`config.mk`:
```
export PLATFORM = sky130hd
export DESIGN_NAME = dagc_top
export DESIGN_NICKNAME = d
export VERILOG_FILES = /design/src/dagc_pkg.sv /design/src/dagc_top.sv
export SDC_FILE = /design/constraint.sdc
export NUM_CORES = 1
export LEC_CHECK = 0
export ABC_AREA = 1
export ABC_CLOCK_PERIOD_IN_PS = 20500
export BUFFER_PORTS_ARGS = -buffer_cell sky130_fd_sc_hd__clkbuf_2
export CELL_PAD_IN_SITES_DETAIL_PLACEMENT = 1
export CELL_PAD_IN_SITES_GLOBAL_PLACEMENT = 2
export CORE_MARGIN = 1
export CORE_UTILIZATION = 35
export CTS_CLUSTER_DIAMETER = 30
export DETAILED_ROUTE_END_ITERATION = 12
export GPL_ROUTABILITY_DRIVEN = 0
export PLACE_DENSITY = 0.85
export SKIP_CTS_REPAIR_TIMING = 1
export SYNTH_ARGS = -nofsm -noshare
export SYNTH_HDL_FRONTEND = slang
export SYNTH_SLANG_ARGS = --single-unit
export TNS_END_PERCENT = 20
```
`constraint.sdc`:
```
create_clock -name aclk -period 20.5 [get_ports aclk]
set_clock_uncertainty 0.05 [all_clocks]
set_input_delay 1.025 -clock aclk [delete_from_list [all_inputs] [get_ports aclk]]
set_output_delay 1.025 -clock aclk [all_outputs]
set_load 0.005 [all_outputs]
```
`src/dagc_pkg.sv`:
```
/*
 * Constants shared by the digital gain control block: register map, field
 * positions, values after reset and the widths of the level arithmetic.
 * Assumes an AXI4-Lite master with 32-bit data and byte addresses.
 */
package dagc_pkg;
    // Register byte offsets.
    localparam logic [7:0] DAGC_CTRL_OFFS = 8'h00;
    localparam logic [7:0] DAGC_RSSI_CORR_OFFS = 8'h04;
    localparam logic [7:0] DAGC_PMF_OFFS = 8'h08;
    localparam logic [7:0] DAGC_THR_OFFSET_OFFS = 8'h0c;
    localparam logic [7:0] DAGC_THR_LOW_OFFS = 8'h10;
    localparam logic [7:0] DAGC_THR_UP_OFFS = 8'h14;
    localparam logic [7:0] DAGC_HYS_OFFS = 8'h18;
    localparam logic [7:0] DAGC_DGC_OFFS = 8'h1c;
    localparam logic [7:0] DAGC_STATUS_OFFS = 8'h20;
    localparam logic [7:0] DAGC_LEVELS_OFFS = 8'h24;
    // Field positions.
    localparam int DAGC_DDC_BIT = 4;
    localparam int DAGC_SLOPE_POS = 16;
    localparam int DAGC_DECAY_POS = 8;
    localparam int DAGC_LEVEL_POS = 16;
    localparam int DAGC_DELOG_POS = 16;
    // Levels are in units of 0.1 dB.
    localparam int DAGC_LVL_W = 12;
    localparam int DAGC_SAMPLE_W = 10;
    localparam int DAGC_SLOPE_FRAC = 6;
    localparam int DAGC_ACC_FRAC = 8;
    // Values after reset, the single conversion attenuation limit and the AXI response codes.
    localparam logic [3:0] DAGC_ATT_RST = 4'h0;
    localparam logic [3:0] DAGC_SDC_ATT_MAX = 4'h7;
    localparam logic [10:0] DAGC_OFFS_RST = 11'h000;
    localparam logic [7:0] DAGC_SLOPE_RST = 8'h40;
    localparam logic [3:0] DAGC_ATTACK_RST = 4'h4;
    localparam logic [3:0] DAGC_DECAY_RST = 4'h4;
    localparam logic [11:0] DAGC_THR_OFFSET_RST = 12'h27f;
    localparam logic [11:0] DAGC_THR_LOW_RST = 12'h080;
    localparam logic [11:0] DAGC_THR_UP_RST = 12'h100;
    localparam logic [11:0] DAGC_HYS_RST = 12'h0d5;
    localparam logic [11:0] DAGC_DGC_RST = 12'h09b;
    localparam logic [1:0] DAGC_RESP_OKAY = 2'h0;
    localparam logic [1:0] DAGC_RESP_DECERR = 2'h3;
endpackage : dagc_pkg

```
`src/dagc_top.sv`:
```
/*
 * Digital automatic gain control: RSSI correction, peak memory integrator,
 * two Schmitt triggers choosing one of three second-IF gain steps, digital
 * gain correction and the delog lookup, with an AXI4-Lite register slave.
 * Assumes one clock, RSSI samples marked by a one-cycle rssi_valid pulse.
 */
// Chosen here: the register offsets and the AXI4-Lite slave port.
// What this block does
// Four-bit first IF buffer attenuation setting
// Second IF gain takes exactly three values
// Gain point moves with conversion mode
// RSSI corrected by offset then slope
// Peak integrator with attack and decay coefficients
// Software sets decay much slower than attack
// Two Schmitt triggers at low, upper thresholds
// One shared hysteresis sets release thresholds
// Triggers drive analog step and digital correction
// Integrator error indexes the delog table
// Thresholds in dB, offset default 63.9 dB
// Switch level is offset plus threshold
// Below low minus hysteresis, maximum gain
// State updates once per RSSI sample
`timescale 1ns/1ps
module dagc_top
    import dagc_pkg::*;
(
    input wire logic aclk,
    input wire logic aresetn,
    input wire logic [7:0] s_axi_awaddr,
    input wire logic s_axi_awvalid,
    output logic s_axi_awready,
    input wire logic [31:0] s_axi_wdata,
    input wire logic [3:0] s_axi_wstrb,
    input wire logic s_axi_wvalid,
    output logic s_axi_wready,
    output logic [1:0] s_axi_bresp,
    output logic s_axi_bvalid,
    input wire logic s_axi_bready,
    input wire logic [7:0] s_axi_araddr,
    input wire logic s_axi_arvalid,
    output logic s_axi_arready,
    output logic [31:0] s_axi_rdata,
    output logic [1:0] s_axi_rresp,
    output logic s_axi_rvalid,
    input wire logic s_axi_rready,
    input wire logic [DAGC_SAMPLE_W-1:0] rssi_sample,
    input wire logic rssi_valid,
    output logic [3:0] if_attenuation_setting,
    output logic double_conversion_mode,
    output logic gain_after_polyphase,
    output logic gain_before_mixer,
    output logic [1:0] gain_step,
    output logic [DAGC_LVL_W-1:0] digital_gain_correction,
    output logic [DAGC_LVL_W-1:0] corrected_rssi,
    output logic [DAGC_LVL_W-1:0] filtered_level,
    output logic [7:0] delog_index,
    output logic [9:0] delog_value
);
    logic [3:0] att_reg;
    logic [10:0] rssi_offset_correction;
    logic [7:0] rssi_slope_correction;
    logic [3:0] attack_coefficient;
    logic [3:0] decay_coefficient;
    logic [11:0] threshold_offset;
    logic [11:0] low_gain_threshold;
    logic [11:0] upper_gain_threshold;
    logic [11:0] threshold_hysteresis;
    logic [11:0] dgc_step;
    logic [DAGC_LVL_W+DAGC_ACC_FRAC-1:0] pmf_acc;
    logic low_on;
    logic up_on;
    logic aw_full;
    logic w_full;
    logic [7:0] aw_addr;
    logic [31:0] w_data;
    logic [3:0] w_strb;
    logic do_write;

    // Byte-lane merge of a write into a register's present contents.
    function automatic logic [31:0] merge(input logic [31:0] old, input logic [31:0] d, input logic [3:0] s);
        logic [31:0] r;
        r = old;
        for (int i = 0; i < 4; i++) begin
            if (s[i]) begin
                r[i*8 +: 8] = d[i*8 +: 8];
            end
        end
        return r;
    endfunction

    // Linear amplitude (1.0 = 256) in steps of 1.6 dB of the error signal.
    function automatic logic [9:0] delog_lut(input logic [3:0] k);
        case (k)
            4'h8: return 10'h03b;
            4'h9: return 10'h047;
            4'ha: return 10'h055;
            4'hb: return 10'h066;
            4'hc: return 10'h07a;
            4'hd: return 10'h093;
            4'he: return 10'h0b1;
            4'hf: return 10'h0d5;
            4'h0: return 10'h100;
            4'h1: return 10'h134;
            4'h2: return 10'h172;
            4'h3: return 10'h1bd;
            4'h4: return 10'h217;
            4'h5: return 10'h283;
            4'h6: return 10'h305;
            default: return 10'h3a1;
        endcase
    endfunction

    // AXI write channels: address and data are taken independently.
    assign do_write = aw_full && w_full && !s_axi_bvalid;

    always_ff @(posedge aclk) begin
        if (!aresetn) begin
            aw_full <= 1'b0;
            s_axi_awready <= 1'b1;
            aw_addr <= 8'h00;
        end else if (s_axi_awvalid && s_axi_awready) begin
            aw_full <= 1'b1;
            s_axi_awready <= 1'b0;
            aw_addr <= s_axi_awaddr;
        end else if (do_write) begin
            aw_full <= 1'b0;
            s_axi_awready <= 1'b1;
        end
    end

    always_ff @(posedge aclk) begin
        if (!aresetn) begin
            w_full <= 1'b0;
            s_axi_wready <= 1'b1;
            w_data <= 32'h00000000;
            w_strb <= 4'h0;
        end else if (s_axi_wvalid && s_axi_wready) begin
            w_full <= 1'b1;
            s_axi_wready <= 1'b0;
            w_data <= s_axi_wdata;
            w_strb <= s_axi_wstrb;
        end else if (do_write) begin
            w_full <= 1'b0;
            s_axi_wready <= 1'b1;
        end
    end

    always_ff @(posedge aclk) begin
        if (!aresetn) begin
            s_axi_bvalid <= 1'b0;
            s_axi_bresp <= DAGC_RESP_OKAY;
        end else if (do_write) begin
            s_axi_bvalid <= 1'b1;
            s_axi_bresp <= (aw_addr[7:2] <= DAGC_DGC_OFFS[7:2]) ? DAGC_RESP_OKAY : DAGC_RESP_DECERR;
        end else if (s_axi_bready) begin
            s_axi_bvalid <= 1'b0;
        end
    end

    // Register writes; the low two address bits are ignored.
    always_ff @(posedge aclk) begin
        if (!aresetn) begin
            att_reg <= DAGC_ATT_RST;
            double_conversion_mode <= 1'b1;
            rssi_offset_correction <= DAGC_OFFS_RST;
            rssi_slope_correction <= DAGC_SLOPE_RST;
            attack_coefficient <= DAGC_ATTACK_RST;
            decay_coefficient <= DAGC_DECAY_RST;
            // threshold offset default
            threshold_offset <= DAGC_THR_OFFSET_RST;
            low_gain_threshold <= DAGC_THR_LOW_RST;
            upper_gain_threshold <= DAGC_THR_UP_RST;
            threshold_hysteresis <= DAGC_HYS_RST;
            dgc_step <= DAGC_DGC_RST;
        end else if (do_write) begin
            case ({aw_addr[7:2], 2'b00})
                DAGC_CTRL_OFFS: begin
                    att_reg <= 4'(merge({27'h0, double_conversion_mode, att_reg}, w_data, w_strb));
                    double_conversion_mode <= w_strb[0] ? w_data[DAGC_DDC_BIT] : double_conversion_mode;
                end
                DAGC_RSSI_CORR_OFFS: begin
                    rssi_offset_correction <= 11'(merge({8'h0, rssi_slope_correction, 5'h0, rssi_offset_correction},
                        w_data, w_strb));
                    rssi_slope_correction <= w_strb[2] ? w_data[DAGC_SLOPE_POS +: 8] : rssi_slope_correction;
                end
                DAGC_PMF_OFFS: begin
                    attack_coefficient <= w_strb[0] ? w_data[3:0] : attack_coefficient;
                    decay_coefficient <= w_strb[1] ? w_data[DAGC_DECAY_POS +: 4] : decay_coefficient;
                end
                DAGC_THR_OFFSET_OFFS: threshold_offset <= 12'(merge({20'h0, threshold_offset}, w_data, w_strb));
                DAGC_THR_LOW_OFFS: low_gain_threshold <= 12'(merge({20'h0, low_gain_threshold}, w_data, w_strb));
                DAGC_THR_UP_OFFS: upper_gain_threshold <= 12'(merge({20'h0, upper_gain_threshold}, w_data, w_strb));
                DAGC_HYS_OFFS: threshold_hysteresis <= 12'(merge({20'h0, threshold_hysteresis}, w_data, w_strb));
                DAGC_DGC_OFFS: dgc_step <= 12'(merge({20'h0, dgc_step}, w_data, w_strb));
                default: begin
                end
            endcase
        end
    end

    // AXI read: one cycle from address acceptance to rvalid.
    always_ff @(posedge aclk) begin
        if (!aresetn) begin
            s_axi_arready <= 1'b1;
            s_axi_rvalid <= 1'b0;
            s_axi_rdata <= 32'h00000000;
            s_axi_rresp <= DAGC_RESP_OKAY;
        end else if (s_axi_arvalid && s_axi_arready) begin
            s_axi_arready <= 1'b0;
            s_axi_rvalid <= 1'b1;
            s_axi_rresp <= DAGC_RESP_OKAY;
            case ({s_axi_araddr[7:2], 2'b00})
                DAGC_CTRL_OFFS: s_axi_rdata <= {27'h0, double_conversion_mode, att_reg};
                DAGC_RSSI_CORR_OFFS: s_axi_rdata <= {8'h0, rssi_slope_correction, 5'h0, rssi_offset_correction};
                DAGC_PMF_OFFS: s_axi_rdata <= {20'h0, decay_coefficient, 4'h0, attack_coefficient};
                DAGC_THR_OFFSET_OFFS: s_axi_rdata <= {20'h0, threshold_offset};
                DAGC_THR_LOW_OFFS: s_axi_rdata <= {20'h0, low_gain_threshold};
                DAGC_THR_UP_OFFS: s_axi_rdata <= {20'h0, upper_gain_threshold};
                DAGC_HYS_OFFS: s_axi_rdata <= {20'h0, threshold_hysteresis};
                DAGC_DGC_OFFS: s_axi_rdata <= {20'h0, dgc_step};
                DAGC_STATUS_OFFS: s_axi_rdata <= {4'h0, filtered_level, 14'h0, gain_step};
                DAGC_LEVELS_OFFS: s_axi_rdata <= {6'h0, delog_value, 4'h0, corrected_rssi};
                default: begin
                    s_axi_rdata <= 32'h00000000;
                    s_axi_rresp <= DAGC_RESP_DECERR;
                end
            endcase
        end else if (s_axi_rvalid && s_axi_rready) begin
            s_axi_rvalid <= 1'b0;
            s_axi_arready <= 1'b1;
        end
    end

    // attenuation and gain point
    always_ff @(posedge aclk) begin
        if (!aresetn) begin
            if_attenuation_setting <= DAGC_ATT_RST;
            gain_after_polyphase <= 1'b0;
            gain_before_mixer <= 1'b1;
        end else begin
            // Single conversion has a shorter attenuation ladder, so the setting is clamped.
            if_attenuation_setting <= (!double_conversion_mode && att_reg > DAGC_SDC_ATT_MAX) ?
                DAGC_SDC_ATT_MAX : att_reg;
            gain_after_polyphase <= !double_conversion_mode;
            gain_before_mixer <= double_conversion_mode;
        end
    end

    // Sample-path arithmetic, all in units of 0.1 dB.
    logic signed [11:0] offs_sum;
    logic signed [20:0] slope_prod;
    logic signed [14:0] scaled;
    logic [DAGC_LVL_W-1:0] next_corrected;
    logic [12:0] comp_sum;
    logic [DAGC_LVL_W-1:0] comp_level;
    logic signed [13:0] pmf_err;
    logic [4:0] shift;
    logic signed [22:0] pmf_delta;
    logic signed [22:0] acc_sum;
    logic [DAGC_LVL_W+DAGC_ACC_FRAC-1:0] next_acc;
    logic [DAGC_LVL_W-1:0] next_level;
    logic [12:0] low_level;
    logic [12:0] up_level;
    logic [13:0] low_release;
    logic [13:0] up_release;
    logic next_low_on;
    logic next_up_on;
    logic [7:0] next_index;

    always_comb begin
        // offset then slope
        offs_sum = $signed({2'b00, rssi_sample}) + $signed({rssi_offset_correction[10], rssi_offset_correction});
        slope_prod = 21'(offs_sum * $signed({1'b0, rssi_slope_correction}));
        scaled = 15'(slope_prod >>> DAGC_SLOPE_FRAC);
        next_corrected = (scaled < 0) ? '0 : (scaled > 15'sd4095) ? 12'hfff : scaled[11:0];
        // digital correction restores the level lost to the analog step
        comp_sum = {1'b0, next_corrected} + {1'b0, digital_gain_correction};
        comp_level = comp_sum[12] ? 12'hfff : comp_sum[11:0];
        // attack when rising, decay (relative to attack) when falling
        pmf_err = $signed({2'b00, comp_level}) - $signed({2'b00, pmf_acc[19:8]});
        shift = (pmf_err > 0) ? {1'b0, attack_coefficient} : 5'({1'b0, attack_coefficient} + {1'b0, decay_coefficient});
        if (shift > 5'd22) begin
            shift = 5'd22;
        end
        pmf_delta = ($signed({{9{pmf_err[13]}}, pmf_err}) <<< DAGC_ACC_FRAC) >>> shift;
        acc_sum = $signed({3'b000, pmf_acc}) + pmf_delta;
        next_acc = (acc_sum < 0) ? '0 : acc_sum[19:0];
        next_level = next_acc[19:8];
        // switching level is offset plus threshold
        low_level = {1'b0, threshold_offset} + {1'b0, low_gain_threshold};
        up_level = {1'b0, threshold_offset} + {1'b0, upper_gain_threshold};
        // one hysteresis below each attack level
        low_release = {1'b0, low_level} - {2'b00, threshold_hysteresis};
        up_release = {1'b0, up_level} - {2'b00, threshold_hysteresis};
        // two Schmitt triggers
        next_low_on = low_on;
        if ({1'b0, next_level} >= low_level) begin
            next_low_on = 1'b1;
        // back to maximum gain below release level
        end else if (!low_release[13] && {2'b00, next_level} < low_release) begin
            next_low_on = 1'b0;
        end
        next_up_on = up_on;
        if ({1'b0, next_level} >= up_level) begin
            next_up_on = 1'b1;
        end else if (!up_release[13] && {2'b00, next_level} < up_release) begin
            next_up_on = 1'b0;
        end
        // error clamped to the table's index range
        next_index = (pmf_err > 14'sd127) ? 8'h7f : (pmf_err < -14'sd128) ? 8'h80 : pmf_err[7:0];
    end

    // integrator and triggers advance per sample
    always_ff @(posedge aclk) begin
        if (!aresetn) begin
            pmf_acc <= '0;
            low_on <= 1'b0;
            up_on <= 1'b0;
            gain_step <= 2'h0;
            digital_gain_correction <= '0;
            corrected_rssi <= '0;
            filtered_level <= '0;
            delog_index <= 8'h00;
            delog_value <= 10'h100;
        end else if (rssi_valid) begin
            pmf_acc <= next_acc;
            low_on <= next_low_on;
            up_on <= next_up_on;
            // three steps: 0, 1 or 2 reductions
            gain_step <= {1'b0, next_low_on} + {1'b0, next_up_on};
            digital_gain_correction <= (next_low_on && next_up_on) ? 12'(dgc_step << 1) :
                (next_low_on || next_up_on) ? dgc_step : '0;
            corrected_rssi <= next_corrected;
            filtered_level <= next_level;
            delog_index <= next_index;
            delog_value <= delog_lut(next_index[7:4]);
        end
    end
endmodule // dagc_top

```
; ---- Word level (Yosys, flattened, before mapping)
; Memories as Yosys holds them, arrays and structs flattened. A register that Yosys moved wholly into a read port is not among the register bits.
; Cells that the tools add are included.
[totals]
memories = 1
input_bits = 70
out_inout_bits = 104
ram_bits = 0
elab_cells = 155
regBits = 244
latchBits = 0
mem_bits_ro = 160
[op_classes]
bitwise_logic = 1
n_mux = 30
n_reduce_logical = 40
n_addsub = 10
div_mod_pow = 0
shift = 1
magnitude_cmp = 13
n_eq_ne = 16
multipliers = 1
[memory_table]
columns = name, words, word_bits, rd, rd_clocked_by_memory_dff, write_ports, line
row1 = (no name shown), 16, 10, 1, 1, 0, dagc_top.sv:93  ; case (k)
[ops]
columns = cell, count
row1 = $pmux W28 S10, 1
row2 = $mux W12, 5
row3 = $eq A6 B3 Y1 const B, 8
row4 = $reduce_and A3 Y1, 16
row5 = $add A12 B12 Y13, 3
row6 = $lt A12 B14 Y1, 2
row7 = $sub A13 B12 Y14, 2
row8 = $ge A12 B13 Y1, 2
row9 = $eq A6 B2 Y1 const B, 4
row10 = $add A21 B23 Y23, 1
row11 = $lt A23 B1 Y1 const B, 1
row12 = $sshr A21 B5 Y23, 1
row13 = $mul A12 B9 Y21, 1
row14 = $mux W20, 1
row15 = $mux W1, 16
row16 = $mux W8, 2
row17 = $gt A15 B13 Y1 const B, 1
row18 = $lt A15 B1 Y1 const B, 1
row19 = $gt A13 B1 Y1 const B, 1
row20 = $gt A13 B8 Y1 const B, 1
row21 = $lt A13 B8 Y1 const B, 1
row22 = $sub A12 B12 Y13, 1
row23 = $add A11 B11 Y12, 1
row24 = $eq A6 B1 Y1 const B, 2
row25 = 17 further kinds, 37

; ---- Logic depth before layout (Yosys ltp)
[logic_depth]
ltp_word = 23
mapped_depth = 116
mapped_depth_nobuf = 113

; ---- Worst setup path after synthesis
; OpenSTA, ideal clock, no wires.
[synth_path]
path_type = input -> register
start = input rssi_sample[2]
end = register digital_gain_correction[10]
stages = 108
slack_ns = 5.232
n_path_buf = 3
setup_time_ns = 0.070
t_required_ns = 20.380
t_arrival_ns = 15.148
path_cell_list = ha_1 > a21oi_1 > and2_1 > inv_1 > nand2_1 > nand2_1 > a21oi_1 > or2_2 > nand2_1 > a21oi_1 > or2_2 > nand2_1 > a21oi_1 > inv_1 > nand2_1 > nand2_1 > nor2_1 > inv_1 > [72 not listed] > nand2_1 > nand2_1 > a21boi_0 > o21ai_0 > nand3_1 > inv_1 > ha_1 > inv_1 > nor2_1 > o21ai_0 > o21ai_0 > a21oi_1 > nand2_1 > ha_1 > nor2_1 > clkbuf_1 > nand2_1 > a21oi_1
[synth_via]
elab_chain_len = 23
word_cells_on_any_way = 31
cone_classes = 4 x add/sub / 1 x mul / 9 x order compare / 1 x shift / 12 x mux / 4 x reduce/logical
[synth_rtl]
columns = item, line
row1 = start: declaration, dagc_top.sv:46  ; input wire logic [DAGC_SAMPLE_W-1:0] rssi_sample,
row2 = $add A11 B11 Y12 *, dagc_top.sv:272  ; offs_sum = $signed({2'b00, rssi_sample}) + $signed({rssi_offset_correction[10], rssi_offset_correction});
row3 = $mul A12 B9 Y21 *, dagc_top.sv:273  ; slope_prod = 21'(offs_sum * $signed({1'b0, rssi_slope_correction}));
row4 = $gt A15 B13 Y1, dagc_top.sv:275  ; next_corrected = (scaled < 0) ? '0 : (scaled > 15'sd4095) ? 12'hfff : scaled[11:0];
row5 = $mux W12, dagc_top.sv:275
row6 = $mux W12 *, dagc_top.sv:275
row7 = named net next_corrected[0], dagc_top.sv:253  ; logic [DAGC_LVL_W-1:0] next_corrected;
row8 = $add A12 B12 Y13 *, dagc_top.sv:277  ; comp_sum = {1'b0, next_corrected} + {1'b0, digital_gain_correction};
row9 = $mux W12 *, dagc_top.sv:278  ; comp_level = comp_sum[12] ? 12'hfff : comp_sum[11:0];
row10 = [9 not listed], n/a
row11 = named net next_acc[19], dagc_top.sv:260  ; logic [DAGC_LVL_W+DAGC_ACC_FRAC-1:0] next_acc;
row12 = $lt A12 B14 Y1, dagc_top.sv:300  ; end else if (!low_release[13] && {2'b00, next_level} < low_release) begin
row13 = $logic_and A1 B1 Y1, dagc_top.sv:300
row14 = $mux W1, dagc_top.sv:300
row15 = $mux W1 *, dagc_top.sv:297  ; if ({1'b0, next_level} >= low_level) begin
row16 = named net next_low_on, dagc_top.sv:266  ; logic next_low_on;
row17 = $logic_or A1 B1 Y1, dagc_top.sv:332  ; (next_low_on || next_up_on) ? dgc_step : '0;
row18 = $mux W12, dagc_top.sv:332
row19 = $mux W12 *, dagc_top.sv:331  ; digital_gain_correction <= (next_low_on && next_up_on) ? 12'(dgc_step << 1) :
row20 = end signal: assignment, dagc_top.sv:331
row21 = end: declaration, dagc_top.sv:53  ; output logic [DAGC_LVL_W-1:0] digital_gain_correction,
; The timed path passes the listed nets; every way through them passes the cells marked *.
; A chain may end at the register's enable or synchronous reset.

; ---- Worst setup path in the final report
[layout_path]
start = input rssi_sample[2]
end = register digital_gain_correction[0]
[layout_via]
elab_chain_len = 23
word_cells_on_any_way = 31
cone_classes = 4 x add/sub / 1 x mul / 9 x order compare / 1 x shift / 12 x mux / 4 x reduce/logical
[layout_rtl]
columns = item, line
row1 = $add A11 B11 Y12 *, dagc_top.sv:272
row2 = $mul A12 B9 Y21 *, dagc_top.sv:273
row3 = $gt A15 B13 Y1, dagc_top.sv:275
row4 = $mux W12, dagc_top.sv:275
row5 = $mux W12 *, dagc_top.sv:275
row6 = named net next_corrected[3], dagc_top.sv:253
row7 = $add A12 B12 Y13 *, dagc_top.sv:277
row8 = $mux W12 *, dagc_top.sv:278
row9 = [9 not listed], n/a
row10 = named net next_acc[10], dagc_top.sv:260
row11 = $lt A12 B14 Y1, dagc_top.sv:306  ; end else if (!up_release[13] && {2'b00, next_level} < up_release) begin
row12 = $logic_and A1 B1 Y1, dagc_top.sv:306
row13 = $mux W1, dagc_top.sv:306
row14 = $mux W1 *, dagc_top.sv:304  ; if ({1'b0, next_level} >= up_level) begin
row15 = named net next_up_on, dagc_top.sv:267  ; logic next_up_on;
row16 = $logic_or A1 B1 Y1, dagc_top.sv:332
row17 = $mux W12, dagc_top.sv:332
row18 = $mux W12 *, dagc_top.sv:331
; Marked as above.

==> summary.md <==
| Metric | Value |
|---|---|
| Routed WL | `a little over 70000 um` |
| Tmin final | `approximately 19 ns` |
| EDFF count, synth | `0` |
| Global-route wire length before repair | `between 100000 and 150000 um` |
| Final setup vio count | `0` |
| M1 GR Usage | `0.3266` |
| Total iterations of the first detailed-routing run | `4` |
| Mapped Cells | `around 2800` |
| Post-Syn Area per Cell | `~6.9 um2` |
| Synth cell types | `57` |
| Synth warnings | `0` |
| Post-synthesis sequential area ratio | `0.2337` |
| RSZ-0062 raised after global routing | `no` |
| Largest reg by FF count | `s_axi_rdata` |
| Fmax | `53.65 MHz` |
| Vias | `between 15000 and 20000` |
| DR vias/cell | `between 5 and 6` |
| Die extent in x | `about 240 um` |
| Run status | `completed` |
| Worst Max-Slew Pin Slew | `between 1 and 1.5 ns` |
| Die ar. | `56260 um2` |
| Post-synth ARST share | `0` |
| Leakage | `around 0.012 uW` |
| Vert. Die Dim | `roughly 240 um` |
| Post-layout nets | `approximately 3300` |
| Highest-delay cell along the critical path | `nor2_1` |
| Area occupied by multi-input gates | `12690 um2` |
| Final slew viol count | `0` |
| Largest net degree at the start of global routing | `95` |
| TritonCTS buffer count | `60` |
| ANT nets after route | `0` |
| Final hold violation count | `0` |
| Initial antenna violation count | `2` |
| Max reg flops | `24` |
| Rel. slew slack | `0.1974` |
| Multiplexer share of the synthesized area | `0` |
| Fin Setup TNS | `0 ns` |
| DP Area | `20610 um2` |
| I/O pins | `between 150 and 200` |
| Synth Cell Area | `roughly 19000 um2` |
| # rows | `85` |
| Simple-gate share of the synthesized area | `0.2285` |
| Starting density of the core | `0.3570` |
| Hold path startpoint | `s_axi_rdata[22]` |
| GR Layer Usage met2 | `0.4446` |
| Sink Count | `around 230` |
| Filler Cell Count | `6949` |
| Area growth from synthesis to layout | `17.36%` |
| Hold Path Depth | `2` |
| Most common flop cell mapped by yosys | `dfxtp_1` |
| Root buf cell | `clkbuf_16` |
| Most frequent CP cell | `nand2_1` |
| Slowest stage delay, CP | `between 0.7 and 0.8 ns` |
| CP Data Arrival Time | `19.13 ns` |
| Ant. Diodes | `0` |
| Port Buffer Count | `between 100 and 150` |
| Adder-cell area share of the yosys netlist | `0.2118` |
| Share of layout cells above drive strength 1 | `0.1033` |
| Core footprint | `approximately 54000 um2` |
| H-tree lvl count | `2` |
| Latest clock arrival within the worst-skew pair | `approximately 0.61 ns` |
| Vias in the first global route | `just over 20000` |
| CTS tree | `done` |
| Tot GR Track Use | `0.2563` |
| CP Launch Point | `rssi_sample[2]` |
| Drt wl/cell | `19.58 um` |
| Power Density | `around 180 nW/um2` |
| Max Cap Viol | `0` |
| Synth Area in XOR/XNOR | `0.03393` |
| Initial drt markers | `approximately 960` |
| Grt ovf | `0` |
| Worst vdd ir | `0.1130 mV` |
| Crit Path Class | `input port to flip-flop` |
| WP data required | `20.98 ns` |
| Fin area | `around 23000 um2` |
| CP startpoint kind | `input port` |
| Detailed Place HPWL | `approximately 57000 um` |
| Largest family of logic cells by synthesized area | `simple AND/OR/NAND/NOR gates` |
| M3 GR Usage | `0.03298` |
| Largest registers | `s_axi_rdata x24, w_data x20` |
| Clk buf depth | `3` |
| Worst setup EP type | `flip-flop` |
| Worst Hold Class | `flip-flop to flip-flop` |
| Tcrit/Tclk final | `0.9093` |
| Synth Area in Compound Gates | `0.1789` |
| Crit-path max FO | `18` |
| Cells on worst reg2reg path | `95` |
| Reg clk slew, reported paths | `~0.040 ns` |
| Most Crowded Layer GR | `met2` |
| DRC Markers | `0` |
| Reg2reg start | `rssi_offset_correction[2]` |
| Reg area | `4524 um2` |
| FF+latch count, synth | `226` |
-- cell usage in the layout (no fill, tap or decap), types with 7 or more instances in the layout --
master / n
o211ai_1: 24
nand3_1: 141
buf_4: 17
nor2_1: 311
nor3_1: 19
clkbuf_1: 9
or2_2: 18
o21ai_0: 212
bufinv_16: 9
clkinv_2: 17
a21oi_1: 266
o21ai_1: 8
conb_1: 8
xor2_1: 52
ha_1: 195
a31oi_1: 10
clkbuf_8: 7
dfxtp_1: 226
clkbuf_2: 147
xnor2_1: 22
inv_1: 443
clkbuf_16: 61
a221oi_1: 11
nand2_1: 525
fa_1: 83
a21o_1: 9
a211oi_1: 13
a22oi_1: 26
nand4_1: 23
-- cell type report --
| cell class | instances | area share |
|---|---|---|
| clock buffer | 77 | 0.07290 |
| clock inverter | 33 | 0.01944 |
| inverter | 447 | 0.07384 |
| multi-input combinational | 2045 | 0.5584 |
| sequential | 226 | 0.1991 |
| tap | 696 | 0.03832 |
| timing repair buffer | 164 | 0.03799 |
-- critical path: cells and delay by family --
kind	cells	cell delay (ns)
xor gates and xnor gates	1	0.57
buffers and inverters	16	1.42
adders and majority gates	11	4.62
and+or+nand+nor	54	8.32
AOI/OAI and AO/OA	14	3.13
-- per-layer routing --
metal  part of all wire  vias up
li1                   -     9418
met1               0.45     9431
met2               0.48      424
met3              0.041      112
met4              0.030        2
met5            0.00011        -
-- report_power, final --
part	total, uW	switching (uW)	internal, uW
sequential	542	53.0	489
combinational	2480	1670	807
clock	972	297	675
total	4000	2020	1970
-- cells in the mapped netlist, drive strengths merged (26+ instances only) --
cell / count / area share
dfxtp: 226 / 0.23
fa: 83 / 0.086
nor2: 315 / 0.061
inv: 446 / 0.086
nand2: 534 / 0.11
nand3: 144 / 0.038
ha: 195 / 0.13
buf: 35 / 0.012
o21ai: 221 / 0.058
a21oi: 269 / 0.071
xor2: 53 / 0.024
a22oi: 26 / 0.010
clkbuf: 73 / 0.014
-- stage by stage --
| step | power, uW | instances | hold WS [ns] | setup WS, ns | util |
|---|---|---|---|---|---|
| finish | 3996 | 3688 | 0.4142 | 1.859 | 0.4189 |
| global route | 4366 | 3688 | 0.4338 | 0.05720 | 0.4189 |
| CTS | 4004 | 3688 | 0.4166 | 1.352 | 0.4188 |
| detailed placement | 3009 | 3578 | 0.4098 | 0.7634 | 0.3801 |
| global placement | 2916 | 3578 | 0.3938 | 1.325 | 0.3801 |
| floorplan | 2260 | 2826 | 0.3797 | 5.232 | - |
-- kinds of logic after synthesis --
logic type               after synthesis
AO/OA/AOI/OAI                        616
XOR/XNOR                              75
adder cells (fa/ha/maj)              278
buffers and inverters                555
flip-flops                           226
other                                  1
AND/OR/NAND/NOR                     1068
-- final timing paths --
path                                     end  slack, ns
setup / recovery  digital_gain_correction[0]       1.86
setup reg to reg  digital_gain_correction[0]       1.98
hold / removal               s_axi_rdata[22]       0.41
hold reg to reg              s_axi_rdata[22]       0.41
Power figures use the tool's default switching activity.
